[config.mk]
export PLATFORM = sky130hd
export DESIGN_NAME = eight_bit_timer_compare_unit
export DESIGN_NICKNAME = d
export VERILOG_FILES = /design/src/hdl/timer_compare_pkg.sv /design/src/hdl/eight_bit_timer_compare_unit.sv
export VERILOG_INCLUDE_DIRS = /design/src /design/src/hdl
export SDC_FILE = /design/constraint.sdc
export NUM_CORES = 1
export LEC_CHECK = 0
export ABC_AREA = 0
export BUFFER_PORTS_ARGS = -buffer_cell sky130_fd_sc_hd__buf_2
export CAP_MARGIN = 20
export CORE_UTILIZATION = 45
export CTS_BUF_LIST = sky130_fd_sc_hd__clkbuf_8
export DETAILED_ROUTE_END_ITERATION = 7
export GPL_ROUTABILITY_DRIVEN = 0
export PLACE_DENSITY = 0.75
export SETUP_SLACK_MARGIN = 0.2
export SLEW_MARGIN = 20
export SYNTH_ARGS = -nofsm -noshare
export SYNTH_HDL_FRONTEND = slang
export SYNTH_SLANG_ARGS = --single-unit
[constraint.sdc]
create_clock -name clk -period 7.31 [get_ports clk]
set_input_delay 0.731 -clock clk [delete_from_list [all_inputs] [get_ports clk]]
set_output_delay 0.731 -clock clk [all_outputs]
set_load 0.02 [all_outputs]
[src/hdl/timer_compare_regs.svh]
// register map, field positions, reset values and counts of the 8-bit timer
`ifndef TIMER_COMPARE_REGS_SVH
`define TIMER_COMPARE_REGS_SVH

// register addresses on the plain register port
`define TC_ADDR_CTRL 3'h0
`define TC_ADDR_COUNT 3'h1
`define TC_ADDR_COMPARE 3'h2
`define TC_ADDR_FLAGS 3'h3
`define TC_ADDR_MASK 3'h4

// control register fields
`define TC_FORCE_BIT 7
`define TC_WGM0_BIT 6
`define TC_COM_HI 5
`define TC_COM_LO 4
`define TC_WGM1_BIT 3
`define TC_CS_HI 2
`define TC_CS_LO 0

// flag and mask register fields
`define TC_CMP_BIT 1
`define TC_OVF_BIT 0

// reset values
`define TC_CTRL_RST 8'h00
`define TC_COUNT_RST 8'h00
`define TC_COMPARE_RST 8'h00

// extreme counter values
`define TC_BOTTOM 8'h00
`define TC_MAX 8'hff

// clock source select codes
`define TC_CS_STOP 3'h0
`define TC_CS_DIV1 3'h1
`define TC_CS_DIV8 3'h2
`define TC_CS_DIV32 3'h3
`define TC_CS_DIV64 3'h4
`define TC_CS_DIV128 3'h5
`define TC_CS_DIV256 3'h6
`define TC_CS_DIV1024 3'h7

// prescaler masks: a tick when the masked prescaler bits are all ones
`define TC_PRE_MASK8 10'h007
`define TC_PRE_MASK32 10'h01f
`define TC_PRE_MASK64 10'h03f
`define TC_PRE_MASK128 10'h07f
`define TC_PRE_MASK256 10'h0ff
`define TC_PRE_MASK1024 10'h3ff

`endif

[src/hdl/timer_compare_pkg.sv]
// types shared by the 8-bit timer and its users
package timer_compare_pkg;

    // waveform modes, encoded {wgm1, wgm0}
    typedef enum logic [1:0] {
        MODE_NORMAL = 2'b00,
        MODE_PHASE_PWM = 2'b01,
        MODE_FAST_PWM = 2'b11,
        MODE_CLEAR_ON_MATCH = 2'b10
    } wave_mode_t;

    // compare output mode actions
    typedef enum logic [1:0] {
        COM_NONE = 2'b00,
        COM_TOGGLE = 2'b01,
        COM_CLEAR = 2'b10,
        COM_SET = 2'b11
    } compare_output_mode_t;

    // one request on the register port
    typedef struct packed {
        logic [2:0] addr;
        logic [7:0] wdata;
        logic wr;
        logic rd;
    } reg_req_t;

endpackage

[src/hdl/eight_bit_timer_compare_unit.sv]
// 8-bit timer/counter with one compare unit and a waveform pin stage
//
// Design decisions made here: the register addresses and the address-and-strobe port.
`include "timer_compare_regs.svh"

// Behaviour
// each timer tick clears, increments or decrements the counter per mode
// clock source select zero stops the timer, no ticks
// software reads and writes the counter at any time
// a software counter write beats a same-cycle clear or count
// the two waveform mode bits in control choose the count sequence
// overflow flag set where the mode says; can request an interrupt
// an 8-bit comparator flags equality of counter and compare value
// compare-match flag set on the tick after the match, not same cycle
// compare irq enable one lets the flag raise a compare interrupt
// flag clears on interrupt service or on writing one to it
// bottom indication whenever the counter is zero
// compare value double buffered in PWM modes, direct otherwise
// compare output mode sets next match action and the pin source
// any compare output mode bit set puts waveform on the pin
// software sets the pin direction to output to see the waveform
// pin override applies in every waveform mode
// waveform state may be set up before the pin is enabled
// compare output mode zero leaves waveform state alone on match
// new compare output mode acts from the first match after write
// force strobe in non-PWM modes applies the match action at once
// software avoids compare output modes reserved in the current mode
// match, max and bottom handle extreme counter values
// PWM compare buffer copies at top or bottom per mode
// reset clears counter, compare, flags, modes, waveform; timer stopped
module eight_bit_timer_compare_unit #(
    parameter int PRE_WIDTH = 10
) (
    input wire logic clk,
    input wire logic nrst,
    input timer_compare_pkg::reg_req_t busReq,
    output logic [7:0] rdata,
    input wire logic compareIrqAck,
    input wire logic overflowIrqAck,
    output logic compareIrq,
    output logic overflowIrq,
    input wire logic portData,
    input wire logic waveformPinDirection,
    output logic pinOut,
    output logic pinOeN
);

    logic [7:0] timerControl;
    logic [7:0] timerCount;
    logic [7:0] compareBuffer;
    logic [7:0] compareActive;
    logic compareMatchFlag;
    logic overflowFlag;
    logic compareIrqEnable;
    logic overflowIrqEnable;
    logic waveformOutput;
    logic countDown;
    logic [PRE_WIDTH-1:0] prescaler;
    logic timerTick;
    logic match;
    logic atMax;
    logic atBottom;
    logic pwmMode;
    logic wrCtrl;
    logic wrCount;
    logic wrCompare;
    logic wrFlags;
    logic wrMask;
    logic forceStrobe;
    logic [2:0] clockSourceSelect;
    logic [7:0] next_count;
    logic next_countDown;
    logic overflowEvent;
    logic bufferUpdate;
    logic next_wave;
    timer_compare_pkg::wave_mode_t waveformMode;
    timer_compare_pkg::compare_output_mode_t compareOutputMode;

    // control fields; mode and action are live, so changes act at once
    assign waveformMode = timer_compare_pkg::wave_mode_t'(
        {timerControl[`TC_WGM1_BIT], timerControl[`TC_WGM0_BIT]});
    assign compareOutputMode = timer_compare_pkg::compare_output_mode_t'(
        timerControl[`TC_COM_HI:`TC_COM_LO]);
    assign clockSourceSelect = timerControl[`TC_CS_HI:`TC_CS_LO];
    assign pwmMode = timerControl[`TC_WGM0_BIT];

    // address decode of the register port
    always_comb begin
        wrCtrl = 1'b0;
        wrCount = 1'b0;
        wrCompare = 1'b0;
        wrFlags = 1'b0;
        wrMask = 1'b0;
        if (busReq.wr && busReq.addr == `TC_ADDR_CTRL) begin
            wrCtrl = 1'b1;
        end else if (busReq.wr && busReq.addr == `TC_ADDR_COUNT) begin
            wrCount = 1'b1;
        end else if (busReq.wr && busReq.addr == `TC_ADDR_COMPARE) begin
            wrCompare = 1'b1;
        end else if (busReq.wr && busReq.addr == `TC_ADDR_FLAGS) begin
            wrFlags = 1'b1;
        end else if (busReq.wr && busReq.addr == `TC_ADDR_MASK) begin
            wrMask = 1'b1;
        end
    end

    // force only means something outside PWM modes
    assign forceStrobe = wrCtrl && busReq.wdata[`TC_FORCE_BIT]
        && !busReq.wdata[`TC_WGM0_BIT];

    // control register; the force bit is a strobe and is never stored
    always_ff @(posedge clk or negedge nrst) begin
        if (!nrst) begin
            timerControl <= `TC_CTRL_RST;
        end else if (wrCtrl) begin
            timerControl <= busReq.wdata & ~(8'h01 << `TC_FORCE_BIT);
        end
    end

    // free-running prescaler, held in reset while the timer is stopped
    always_ff @(posedge clk or negedge nrst) begin
        if (!nrst) begin
            prescaler <= '0;
        end else if (clockSourceSelect == `TC_CS_STOP) begin
            prescaler <= '0;
        end else begin
            prescaler <= prescaler + 1'b1;
        end
    end

    // tick selection from the prescaler taps
    always_comb begin
        case (clockSourceSelect)
            `TC_CS_STOP: timerTick = 1'b0;
            `TC_CS_DIV1: timerTick = 1'b1;
            `TC_CS_DIV8: timerTick =
                (prescaler & `TC_PRE_MASK8) == `TC_PRE_MASK8;
            `TC_CS_DIV32: timerTick =
                (prescaler & `TC_PRE_MASK32) == `TC_PRE_MASK32;
            `TC_CS_DIV64: timerTick =
                (prescaler & `TC_PRE_MASK64) == `TC_PRE_MASK64;
            `TC_CS_DIV128: timerTick =
                (prescaler & `TC_PRE_MASK128) == `TC_PRE_MASK128;
            `TC_CS_DIV256: timerTick =
                (prescaler & `TC_PRE_MASK256) == `TC_PRE_MASK256;
            default: timerTick =
                (prescaler & `TC_PRE_MASK1024) == `TC_PRE_MASK1024;
        endcase
    end

    // comparator and extreme value indications
    assign match = timerCount == compareActive;
    assign atMax = timerCount == `TC_MAX;
    assign atBottom = timerCount == `TC_BOTTOM;

    // count sequence per mode; the phase-correct mode turns at both ends
    always_comb begin
        next_count = timerCount;
        next_countDown = countDown;
        case (waveformMode)
            timer_compare_pkg::MODE_CLEAR_ON_MATCH: begin
                next_count = match ? `TC_BOTTOM : timerCount + 8'h01;
            end
            timer_compare_pkg::MODE_PHASE_PWM: begin
                if (!countDown && atMax) begin
                    next_count = timerCount - 8'h01;
                    next_countDown = 1'b1;
                end else if (countDown && atBottom) begin
                    next_count = timerCount + 8'h01;
                    next_countDown = 1'b0;
                end else if (countDown) begin
                    next_count = timerCount - 8'h01;
                end else begin
                    next_count = timerCount + 8'h01;
                end
            end
            default: begin
                next_count = timerCount + 8'h01;
            end
        endcase
    end

    // counter; a software write always wins over the tick
    always_ff @(posedge clk or negedge nrst) begin
        if (!nrst) begin
            timerCount <= `TC_COUNT_RST;
        end else if (wrCount) begin
            timerCount <= busReq.wdata;
        end else if (timerTick) begin
            timerCount <= next_count;
        end
    end

    // count direction, only used by the phase-correct mode
    always_ff @(posedge clk or negedge nrst) begin
        if (!nrst) begin
            countDown <= 1'b0;
        end else if (waveformMode !=
                timer_compare_pkg::MODE_PHASE_PWM) begin
            countDown <= 1'b0;
        end else if (timerTick && !wrCount) begin
            countDown <= next_countDown;
        end
    end

    // overflow point: bottom in phase-correct, max elsewhere
    assign overflowEvent = timerTick && !wrCount &&
        ((waveformMode == timer_compare_pkg::MODE_PHASE_PWM)
            ? (countDown && atBottom) : atMax);

    // buffer copy point: top for phase-correct, bottom for fast PWM
    assign bufferUpdate = timerTick && !wrCount && atMax &&
        (waveformMode == timer_compare_pkg::MODE_PHASE_PWM ? !countDown
            : waveformMode == timer_compare_pkg::MODE_FAST_PWM);

    // software-visible compare buffer
    always_ff @(posedge clk or negedge nrst) begin
        if (!nrst) begin
            compareBuffer <= `TC_COMPARE_RST;
        end else if (wrCompare) begin
            compareBuffer <= busReq.wdata;
        end
    end

    // active compare value: direct outside PWM, buffered inside
    always_ff @(posedge clk or negedge nrst) begin
        if (!nrst) begin
            compareActive <= `TC_COMPARE_RST;
        end else if (wrCompare && !pwmMode) begin
            compareActive <= busReq.wdata;
        end else if (bufferUpdate) begin
            compareActive <= compareBuffer;
        end
    end

    // compare flag: match seen at a tick, so it rises one tick after
    // the counter reaches the value; a set beats a same-cycle clear
    always_ff @(posedge clk or negedge nrst) begin
        if (!nrst) begin
            compareMatchFlag <= 1'b0;
        end else if (timerTick && match) begin
            compareMatchFlag <= 1'b1;
        end else if (compareIrqAck ||
                (wrFlags && busReq.wdata[`TC_CMP_BIT])) begin
            compareMatchFlag <= 1'b0;
        end
    end

    // overflow flag with the same clearing scheme
    always_ff @(posedge clk or negedge nrst) begin
        if (!nrst) begin
            overflowFlag <= 1'b0;
        end else if (overflowEvent) begin
            overflowFlag <= 1'b1;
        end else if (overflowIrqAck ||
                (wrFlags && busReq.wdata[`TC_OVF_BIT])) begin
            overflowFlag <= 1'b0;
        end
    end

    // interrupt enables
    always_ff @(posedge clk or negedge nrst) begin
        if (!nrst) begin
            compareIrqEnable <= 1'b0;
            overflowIrqEnable <= 1'b0;
        end else if (wrMask) begin
            compareIrqEnable <= busReq.wdata[`TC_CMP_BIT];
            overflowIrqEnable <= busReq.wdata[`TC_OVF_BIT];
        end
    end

    // interrupt requests, registered so the outputs come from flops
    always_ff @(posedge clk or negedge nrst) begin
        if (!nrst) begin
            compareIrq <= 1'b0;
            overflowIrq <= 1'b0;
        end else begin
            compareIrq <= compareMatchFlag && compareIrqEnable;
            overflowIrq <= overflowFlag && overflowIrqEnable;
        end
    end

    // waveform action; mode bits are read live, so a new setting acts
    // at the first match after it is written
    always_comb begin
        next_wave = waveformOutput;
        case (waveformMode)
            timer_compare_pkg::MODE_FAST_PWM: begin
                // toggle is reserved here and does nothing
                if (timerTick && match) begin
                    if (compareOutputMode == timer_compare_pkg::COM_CLEAR)
                        next_wave = 1'b0;
                    else if (compareOutputMode == timer_compare_pkg::COM_SET)
                        next_wave = 1'b1;
                end else if (timerTick && atMax) begin
                    // reaching bottom restores the idle level
                    if (compareOutputMode == timer_compare_pkg::COM_CLEAR)
                        next_wave = 1'b1;
                    else if (compareOutputMode == timer_compare_pkg::COM_SET)
                        next_wave = 1'b0;
                end
            end
            timer_compare_pkg::MODE_PHASE_PWM: begin
                // clear type acts low counting up, high counting down
                if (timerTick && match) begin
                    if (compareOutputMode == timer_compare_pkg::COM_CLEAR)
                        next_wave = countDown;
                    else if (compareOutputMode == timer_compare_pkg::COM_SET)
                        next_wave = !countDown;
                end
            end
            default: begin
                if ((timerTick && match) || forceStrobe) begin
                    case (compareOutputMode)
                        timer_compare_pkg::COM_TOGGLE:
                            next_wave = !waveformOutput;
                        timer_compare_pkg::COM_CLEAR: next_wave = 1'b0;
                        timer_compare_pkg::COM_SET: next_wave = 1'b1;
                        default: next_wave = waveformOutput;
                    endcase
                end
            end
        endcase
    end

    // internal waveform state, settable by force while the pin is off
    always_ff @(posedge clk or negedge nrst) begin
        if (!nrst) begin
            waveformOutput <= 1'b0;
        end else if (wrCtrl && forceStrobe) begin
            // force uses the mode bits written in the same access
            case (busReq.wdata[`TC_COM_HI:`TC_COM_LO])
                2'h1: waveformOutput <= !waveformOutput;
                2'h2: waveformOutput <= 1'b0;
                2'h3: waveformOutput <= 1'b1;
                default: waveformOutput <= waveformOutput;
            endcase
        end else begin
            waveformOutput <= next_wave;
        end
    end

    // pin stage; direction stays with the port in every mode
    always_ff @(posedge clk or negedge nrst) begin
        if (!nrst) begin
            pinOut <= 1'b0;
            pinOeN <= 1'b1;
        end else begin
            pinOut <= (compareOutputMode != timer_compare_pkg::COM_NONE)
                ? waveformOutput : portData;
            pinOeN <= !waveformPinDirection;
        end
    end

    // read data stand only in the cycle after the strobe
    always_ff @(posedge clk or negedge nrst) begin
        if (!nrst) begin
            rdata <= 8'h00;
        end else if (!busReq.rd) begin
            rdata <= 8'h00;
        end else if (busReq.addr == `TC_ADDR_CTRL) begin
            rdata <= timerControl;
        end else if (busReq.addr == `TC_ADDR_COUNT) begin
            rdata <= timerCount;
        end else if (busReq.addr == `TC_ADDR_COMPARE) begin
            rdata <= compareBuffer;
        end else if (busReq.addr == `TC_ADDR_FLAGS) begin
            rdata <= {6'h00, compareMatchFlag, overflowFlag};
        end else if (busReq.addr == `TC_ADDR_MASK) begin
            rdata <= {6'h00, compareIrqEnable, overflowIrqEnable};
        end else begin
            rdata <= 8'h00;
        end
    end

endmodule // eight_bit_timer_compare_unit

# Yosys cells after proc, flatten, opt, wreduce, memory -nomap -nowiden
# Cells that the tools add are included.
dict set report totals {
  latchBits 0
  memories 0
  romBits 0
  ram_bits 0
  inputBits 19
  word_cells 155
  regBits 59
}
dict set report op_classes {
  eq_ne 33
  n_mux 58
  order_cmp 0
  bitwise 0
  reduce_logical 45
  div_mod_pow 0
  add_sub_neg 3
  shift 0
  mul 0
}
# cell n
set ops {}
lappend ops {{8-bit two-way mux} 12}
lappend ops {{1-bit two-way mux} 38}
lappend ops {{1-bit logical AND} 21}
lappend ops {{8-bit == test, second input constant} 2}
lappend ops {{4-bit by 1-bit != test with 1-bit output, second input constant} 4}
lappend ops {{8-bit case mux with 2 select lines} 1}
lappend ops {{3-bit == test, second input constant} 5}
lappend ops {{2-bit nonzero test} 7}
lappend ops {{2-bit == test, second input constant} 6}
lappend ops {{3-bit by 2-bit == test with 1-bit output, second input constant} 4}
lappend ops {{10-bit by 1-bit adder with 10-bit output, second input constant} 1}
lappend ops {{10-bit == test, second input constant} 1}
lappend ops {{10-bit two-way mux} 1}
lappend ops {{8-bit by 1-bit adder with 8-bit output, second input constant} 1}
lappend ops {{8-bit == test} 1}
lappend ops {{8-bit logical NOT} 1}
lappend ops {{4-bit nonzero test} 2}
lappend ops {{8-bit by 1-bit subtractor with 8-bit output, second input constant} 1}
lappend ops {{7-bit == test, second input constant} 1}
lappend ops {{1-bit case mux with 7 select lines} 1}
lappend ops {{7-bit AND reduction} 1}
lappend ops {{2-bit by 1-bit == test with 1-bit output, second input constant} 3}
lappend ops {{3-bit by 1-bit == test with 1-bit output, second input constant} 2}
lappend ops {{6-bit == test, second input constant} 1}
lappend ops {{11 further kinds} 21}

# Depth between registers and ports, before layout
# Gate-level depths: netlist of the first run.
dict set report logic_depth {
  word_depth 10
  depth_mapped 10
  depth_no_buf 9
}

# Least setup slack after synthesis of the first run
# OpenSTA, ideal clock, no wires.
dict set report synth_path {
  path_type {register -> register}
  start {register prescaler[0]}
  end {register timerCount[4]}
  setup_slack_ns 4.974
  t_required_ns 7.173
  path_stages_with_launch 10
  arrival_ns 2.199
  setup_ns 0.137
  period_less_slack_ns 2.336
  cell_sequence {dfrtp_1 ha_1 and3_1 ha_1 nor3b_1 o21ai_0 a211oi_2 clkbuf_1 nor3b_1 a211oi_1}
}
dict set report synth_between {
  elab_chain_len 3
}
# item line
set synth_lines {}
lappend synth_lines {{start, declared} eight_bit_timer_compare_unit.sv:58} ;# logic [PRE_WIDTH-1:0] prescaler;
lappend synth_lines {{start signal, assigned} eight_bit_timer_compare_unit.sv:127} ;# prescaler <= prescaler + 1'b1;
lappend synth_lines {{10-bit == test (no line), or another cell as far along} --}
lappend synth_lines {{1-bit case mux with 7 select lines *} eight_bit_timer_compare_unit.sv:133} ;# case (clockSourceSelect)
lappend synth_lines {{2-bit nonzero test (no line) *} --}
lappend synth_lines {{end signal, assigned} eight_bit_timer_compare_unit.sv:186} ;# timerCount <= `TC_COUNT_RST;
lappend synth_lines {{end signal, assigned} eight_bit_timer_compare_unit.sv:188} ;# timerCount <= busReq.wdata;
lappend synth_lines {{end signal, assigned} eight_bit_timer_compare_unit.sv:190} ;# timerCount <= next_count;
lappend synth_lines {{end, declared} eight_bit_timer_compare_unit.sv:49} ;# logic [7:0] timerCount;
# Every way passes the cells marked *; elsewhere a longest branch is shown, timed or not.
# A chain may end at the register's enable or synchronous reset.

# Worst setup path in the final report of the first run
dict set report layout_path {
  start {register prescaler[0]}
  end {register compareActive[2]}
}
dict set report layout_between {
  elab_chain_len 6
}
# item line
set layout_lines {}
lappend layout_lines {{10-bit == test (no line), or another cell as far along} --}
lappend layout_lines {{1-bit case mux with 7 select lines *} eight_bit_timer_compare_unit.sv:133}
lappend layout_lines {{1-bit logical AND * (3 in a row)} eight_bit_timer_compare_unit.sv:212} ;# assign bufferUpdate = timerTick && !wrCount && atMax &&
lappend layout_lines {{2-bit nonzero test (no line) *} --}
lappend layout_lines {{end signal, assigned} eight_bit_timer_compare_unit.sv:228} ;# compareActive <= `TC_COMPARE_RST;
lappend layout_lines {{end signal, assigned} eight_bit_timer_compare_unit.sv:230} ;# compareActive <= busReq.wdata;
lappend layout_lines {{end signal, assigned} eight_bit_timer_compare_unit.sv:232} ;# compareActive <= compareBuffer;
lappend layout_lines {{end, declared} eight_bit_timer_compare_unit.sv:51} ;# logic [7:0] compareActive;
# Marks and branches as above.

==> impl_metrics.ini, run 1 <==
[outcome]
status = complete, no violations

[timing]
period_share = 0.374
report.final.slew_viol_count = 0
fin_crit_ps = 2730
finalHoldViolCount = 0
finalSetupViolCount = 0
relSlewSlack = 0.311
fmax_ghz = 0.366
rsz0062_at_grt = false
setup_tns_ps = 0
tightestPinTransition_ps = 1030
skew_ps = 14.2

[floorplanning]
fp-row-count = 31
io_pins = 31
die_x_um = 89.5
die_y_um = 89.5
initial_core_util = 0.470
die_area_um2 = 8000
fp.coreArea_um2 = 7330

[routing]
num_vias = 2791
final_antenna_net_count = 0
drc = 0
viasPerCell = 5.73
routedWlPerCell_um = 16.4
first_pass_iters = 4
drt_iter0_markers = 196
wl_mm = 7.99

[synth]
synth_edf_count = 0
synth_xor_area_frac = 0.0611
synth-simple-area-share = 0.195
synth-main-ff-cell = dfrtp_1
synth-seq-area-share = 0.429
syn_area_um2 = 3440
synth_compound_area_frac = 0.139
yosys_warnings = 0
synth_top_family_by_area = simple AND/OR/NAND/NOR gates
synth_cell_types = 51
synth_top_area_share = 0.422
synth_nets = 388
syn_inst = 359
async_flop_share = 1.00
synth_area_leaders = dfrtp_1, mux2_2, nor2_1, mux2i_1, xor2_1
yosysTopAreaCell = dfrtp_1
synthAdderAreaFrac = 0.0364
ys_ff_latch = 59
synth_mux_area_frac = 0.0989
syn_area_per_cell_um2 = 9.59

[critical_path]
worstReg2RegStart = prescaler[0]
critical_path.startpoint_type = flip-flop
path_class = reg -> reg
r2r_setup_slack_ps = 4580
worstReg2RegEnd = compareActive[2]
cp.required_ps = 7510
cp_max_fo = 17
cp-end-kind = flip-flop
reg2reg_depth = 10
arrival_ps = 2930

[clock_network]
cts_buffers = 9
cts.path.max_buffers = 2
clk_pin_slew_ps = 70
cts_tree = done
cts_root_buffer = clkbuf_8
post-cts-setup-buffer-count = 0
cts_resized = 0
cts.sinks = 59
h-tree-depth = 3
insertion_delay_ps = 350
ctsHoldBuffers = 0

[placed_design]
hpwl_mm = 5.70
port_buffers = 30
place_area_um2 = 3650

[global_routing]
grt_util_all_layers = 0.221
grt_max_degree = 60
grt_pass1_wl_mm = 13.2
grt_pass1_vias = 2564
antenna_found_initial = 0
grt_overflow = 0

[pwr]
switching_power_w = 0.000455
p_comb_frac = 0.323
p_seq_frac = 0.444
p_int_w = 0.000737
ir_drop_v = 0.000138
p_leak_nw = 1.64
power.density_nw_per_um2 = 310
power.share.switching = 0.382
p_clk_frac = 0.233

[cells_and_area]
final_area_um2 = 3840
fillers = 658
diodes = 0
drive_gt1_frac = 0.183
nets = 412
area_growth_pct = 11.6

[min_path]
min_from = prescaler[0]
min_to = prescaler[0]
whs_path_depth = 1
hold_path.class = reg -> reg

[flow_run]
drv_cap = 0
==> cell families after synthesis <==
| group | count (synthesis) |
|---|---|
| flops | 59 |
| xor+xnor | 24 |
| simple gates | 128 |
| buf+inv | 33 |
| mux | 32 |
| fa+ha+maj | 10 |
| compound gates | 73 |
==> per-stage QoR <==
step	util	instances	worst slack [ps]	power, W	hold slack, ps
6_report	0.524	487	4580	0.00119	458
5_1_grt	0.524	487	4390	0.00127	484
4_1_cts	0.523	487	4590	0.00119	461
3_5_place_dp	0.497	471	4630	0.000910	452
3_3_place_gp	0.497	471	4680	0.000895	446
2_1_floorplan	-	359	4970	0.000811	433
==> power groups by stage <==
stage / clock (W) / sequential (W) / combinational (W)
5_1_grt: 0.000296 / 0.000541 / 0.000436
3_5_place_dp: 0 / 0.000531 / 0.000380
6_report: 0.000278 / 0.000529 / 0.000385
4_1_cts: 0.000282 / 0.000525 / 0.000384
2_1_floorplan: 0 / 0.000461 / 0.000350
3_3_place_gp: 0 / 0.000525 / 0.000369
==> metal layers <==
metal / vias to the layer above / global-route usage / share of wire
li1: 1326 / - / -
met1: 1354 / 0.329 / 0.48
met2: 99 / 0.321 / 0.45
met3: 12 / 0.0286 / 0.054
met4: 0 / 0.0952 / 0.017
met5: - / 0 / 0
==> cells in the final DEF, fill, tap and decap left out, types with 3 or more instances in the layout <==
cell type,synthesis,routed
dfrtp_1,58,58
nor2_1,44,44
buf_2,8,30
a21oi_1,24,24
nand2_1,20,20
mux2i_1,16,16
o21ai_0,16,16
xor2_1,16,16
mux2_2,16,16
inv_1,14,15
clkbuf_8,0,12
ha_1,10,10
nor2b_1,9,9
nand3_1,8,8
nand4_1,8,8
xnor2_1,8,8
nand2b_1,5,5
and2_1,5,5
nor3_1,6,5
a21boi_0,4,4
nor4_1,4,4
o22ai_1,3,3
or3_1,3,3
nor3b_1,3,3
nand3b_1,3,3
a221oi_1,3,3
o221ai_1,3,3
o211a_1,3,3
==> flip-flops by register name (all words and copies together), names as in the netlist <==
register           cells
overflowFlag           1
pinOeN                 1
compareBuffer          8
compareActive          8
rdata                  8
compareMatchFlag       1
compareIrq             1
waveformOutput         1
pinOut                 1
compareIrqEnable       1
prescaler             10
timerControl           7
overflowIrqEnable      1
timerCount             8
countDown              1
overflowIrq            1
==> critical path, stage by stage, from the launching register on <==
cell and delay (ps):
dfrtp_1 370, ha_1 210, and3_1 160, ha_1 170, inv_1 50, a311oi_1 280, a211oi_2 60, buf_4 210
nor4_4 670, mux2i_1 300, a21oi_1 100
==> synthesized netlist by cell type (9+ instances only) <==
| cell type | count |
|---|---|
| inv_1 | 14 |
| nor2_1 | 44 |
| mux2_2 | 16 |
| mux2i_1 | 16 |
| o21ai_0 | 16 |
| nor2b_1 | 9 |
| a21oi_1 | 24 |
| dfrtp_1 | 58 |
| ha_1 | 10 |
| xor2_1 | 16 |
| nand2_1 | 20 |
==> layout make-up <==
| type | instances | area [um2] | share of cell area |
|---|---|---|---|
| flip-flops and latches | 59 | 1480 | 0.385 |
| inverters | 14 | 52.6 | 0.0137 |
| clock buffers | 12 | 165 | 0.0430 |
| clock inverters | 4 | 25.0 | 0.00651 |
| multi-input cells | 267 | 1830 | 0.477 |
| well taps | 99 | 124 | 0.0322 |
| repair buffers | 32 | 165 | 0.0430 |
==> worst max-delay path by stage <==
stage / from / end / slack, ps
floorplan: prescaler[0] / timerCount[4] / 4970
global placement: busReq[10] / compareActive[1] / 4680
detailed placement: busReq[10] / compareActive[7] / 4630
CTS: prescaler[0] / compareActive[2] / 4590
global route: prescaler[0] / compareActive[2] / 4390
finish: prescaler[0] / compareActive[2] / 4580
(Power assumes the default switching activity.)
==> run 2: changes to the inputs <==
Settings changed: PLACE_DENSITY 0.75 to 0.78.
Clock period 7.31 ns to 2.25 ns, I/O delays scaled along.
==> run 2 against run 1 <==
  * First-iteration DRC count increased by 47%
  * Combinational power increased to 4.4 times the previous value
  * Wire length increased by 9.4%
  * Critical path depth unchanged
  * Sequential cell count unchanged
  * Core utilization increased by 4.8 points
  * Sequential share of layout area decreased by 3.2 points
  * Non-clock buffer count increased by 35
  * Count of clock-buffer cells in the layout decreased by 3
  * Largest power group is now combinational logic
  * Highest routed layer unchanged
  * Worst setup slack got worse by 4600 ps
  * Critical path type unchanged
  * Via count increased by 8.8%
==> impl_metrics.ini, run 2 (synthesis gave the netlist of run 1 again) <==
[outcome]
status = complete, no violations

[timing]
relSlewSlack = 0.656
finalHoldViolCount = 0
rsz0062_at_grt = true
setup_ws_ps = 18.6
holdWs_ps = 116
fmax_ghz = 0.448
finalSetupViolCount = 0
skew_ps = 7.91
fin_crit_ps = 2230
tightestPinTransition_ps = 515
report.final.slew_viol_count = 0
period_share = 0.992

[global_routing]
grt_max_degree = 24
grt_pass1_wl_mm = 14.1
grt_overflow = 0
antenna_found_initial = 0
grt_util_all_layers = 0.237
grt_pass1_vias = 2838

[cells_and_area]
area_growth_pct = 21.9
multi_input_area_um2 = 1940
top_register = prescaler
drive_gt1_frac = 0.281
largest_reg_flops = 10
final_core_util = 0.572
regArea_um2 = 1480
fillers = 597
final_area_um2 = 4200
final_common_cell = dfrtp_1
nets = 447
diodes = 0
stdcell_count = 522
final_cell_mix = dfrtp_1, nor2_1, buf_4

[critical_path]
path_class = reg -> reg
cp_max_fo = 8
arrival_ps = 2460
cp-end-kind = flip-flop
critical_path.startpoint_type = flip-flop
cp.required_ps = 2480

[clock_network]
h-tree-depth = 3
insertion_delay_ps = 340
cts.path.max_buffers = 2
cts.sinks = 59
clk_pin_slew_ps = 70
cts_buffers = 9
cts_tree = done
cts_root_buffer = clkbuf_8

[floorplanning]
die_y_um = 89.5
die_x_um = 89.5
fp-row-count = 31
initial_core_util = 0.470
fp.coreArea_um2 = 7330
io_pins = 31
die_area_um2 = 8000

[routing]
final_antenna_net_count = 0
viasPerCell = 5.82
routedWlPerCell_um = 16.8
drt_iter0_markers = 288
wl_mm = 8.75
first_pass_iters = 6
drc = 0
num_vias = 3038

[placed_design]
place_area_um2 = 3880
hpwl_mm = 6.16
dp_slack_ps = -21.7
port_buffers = 30
place_inst = 500

[pwr]
ir_drop_v = 0.000736
power.density_nw_per_um2 = 983
p_leak_nw = 1.82

[min_path]
hold_path.class = in -> reg

[flow_run]
drv_cap = 0
==> run 2: path summary, 6_finish.rpt <==
check | slack, ps | end | depth (start not counted) | from
setup / recovery | 20 | waveformOutput | 10 | prescaler[0]
hold / removal | 120 | pinOut | 3 | portData
setup reg to reg | 20 | waveformOutput | 10 | prescaler[0]
hold reg to reg | 510 | waveformOutput | 1 | waveformOutput
max in group asynchronous | 1170 | pinOeN | 3 | nrst
min in group asynchronous | 390 | waveformOutput | 2 | nrst
==> run 2: report_power, final <==
group	internal (W)	switching [W]	leakage, nW	total (W)
logic	0.000835	0.000872	0.992	0.00171
registers	0.00132	0.000310	0.737	0.00163
clock network	0.000379	0.000409	0.0940	0.000788
==> run 2: layout make-up <==
type | instances | share of cell area
sequential | 59 | 0.352
inverter | 14 | 0.0125
timing repair buffer | 67 | 0.107
multi-input combinational | 267 | 0.462
tap | 99 | 0.0295
clock inverter | 7 | 0.00775
clock buffer | 9 | 0.0295
==> run 2: what timing repair did <==
item                                    4_1_cts  5_1_grt
buffers inserted                              2        2
endpoints found under the hold margin        22        0
pin swaps                                     9        2
hold buffers                                  2        0
gates resized for setup                      14       10
endpoints found under the setup margin       18       20
==> run 2: through the flow <==
stage | total power [W] | TNS, ps
after floorplan | 0.00265 | 0
after global placement | 0.00311 | 0
after detailed placement | 0.00317 | -92.6
after CTS | 0.00405 | 0
after global routing | 0.00437 | -523
final | 0.00412 | 0
==> run 2: critical path: stages (launching register included) <==
cell	delay (ps)
dfrtp_1	390
ha_2	210
and3_4	160
ha_4	160
nor3b_4	180
o21ai_2	90
a211oi_2	260
buf_6	180
or4_1	120
nand4_1	90
mux2_2	270
==> run 2: metal layers <==
layer  global-route usage  wire length, um  vias up
met4                0.115              226        0
met5                    0                0        -
met3               0.0379              620       26
met1                0.328             3760     1476
li1                     -                -     1399
met2                0.364             4150      137
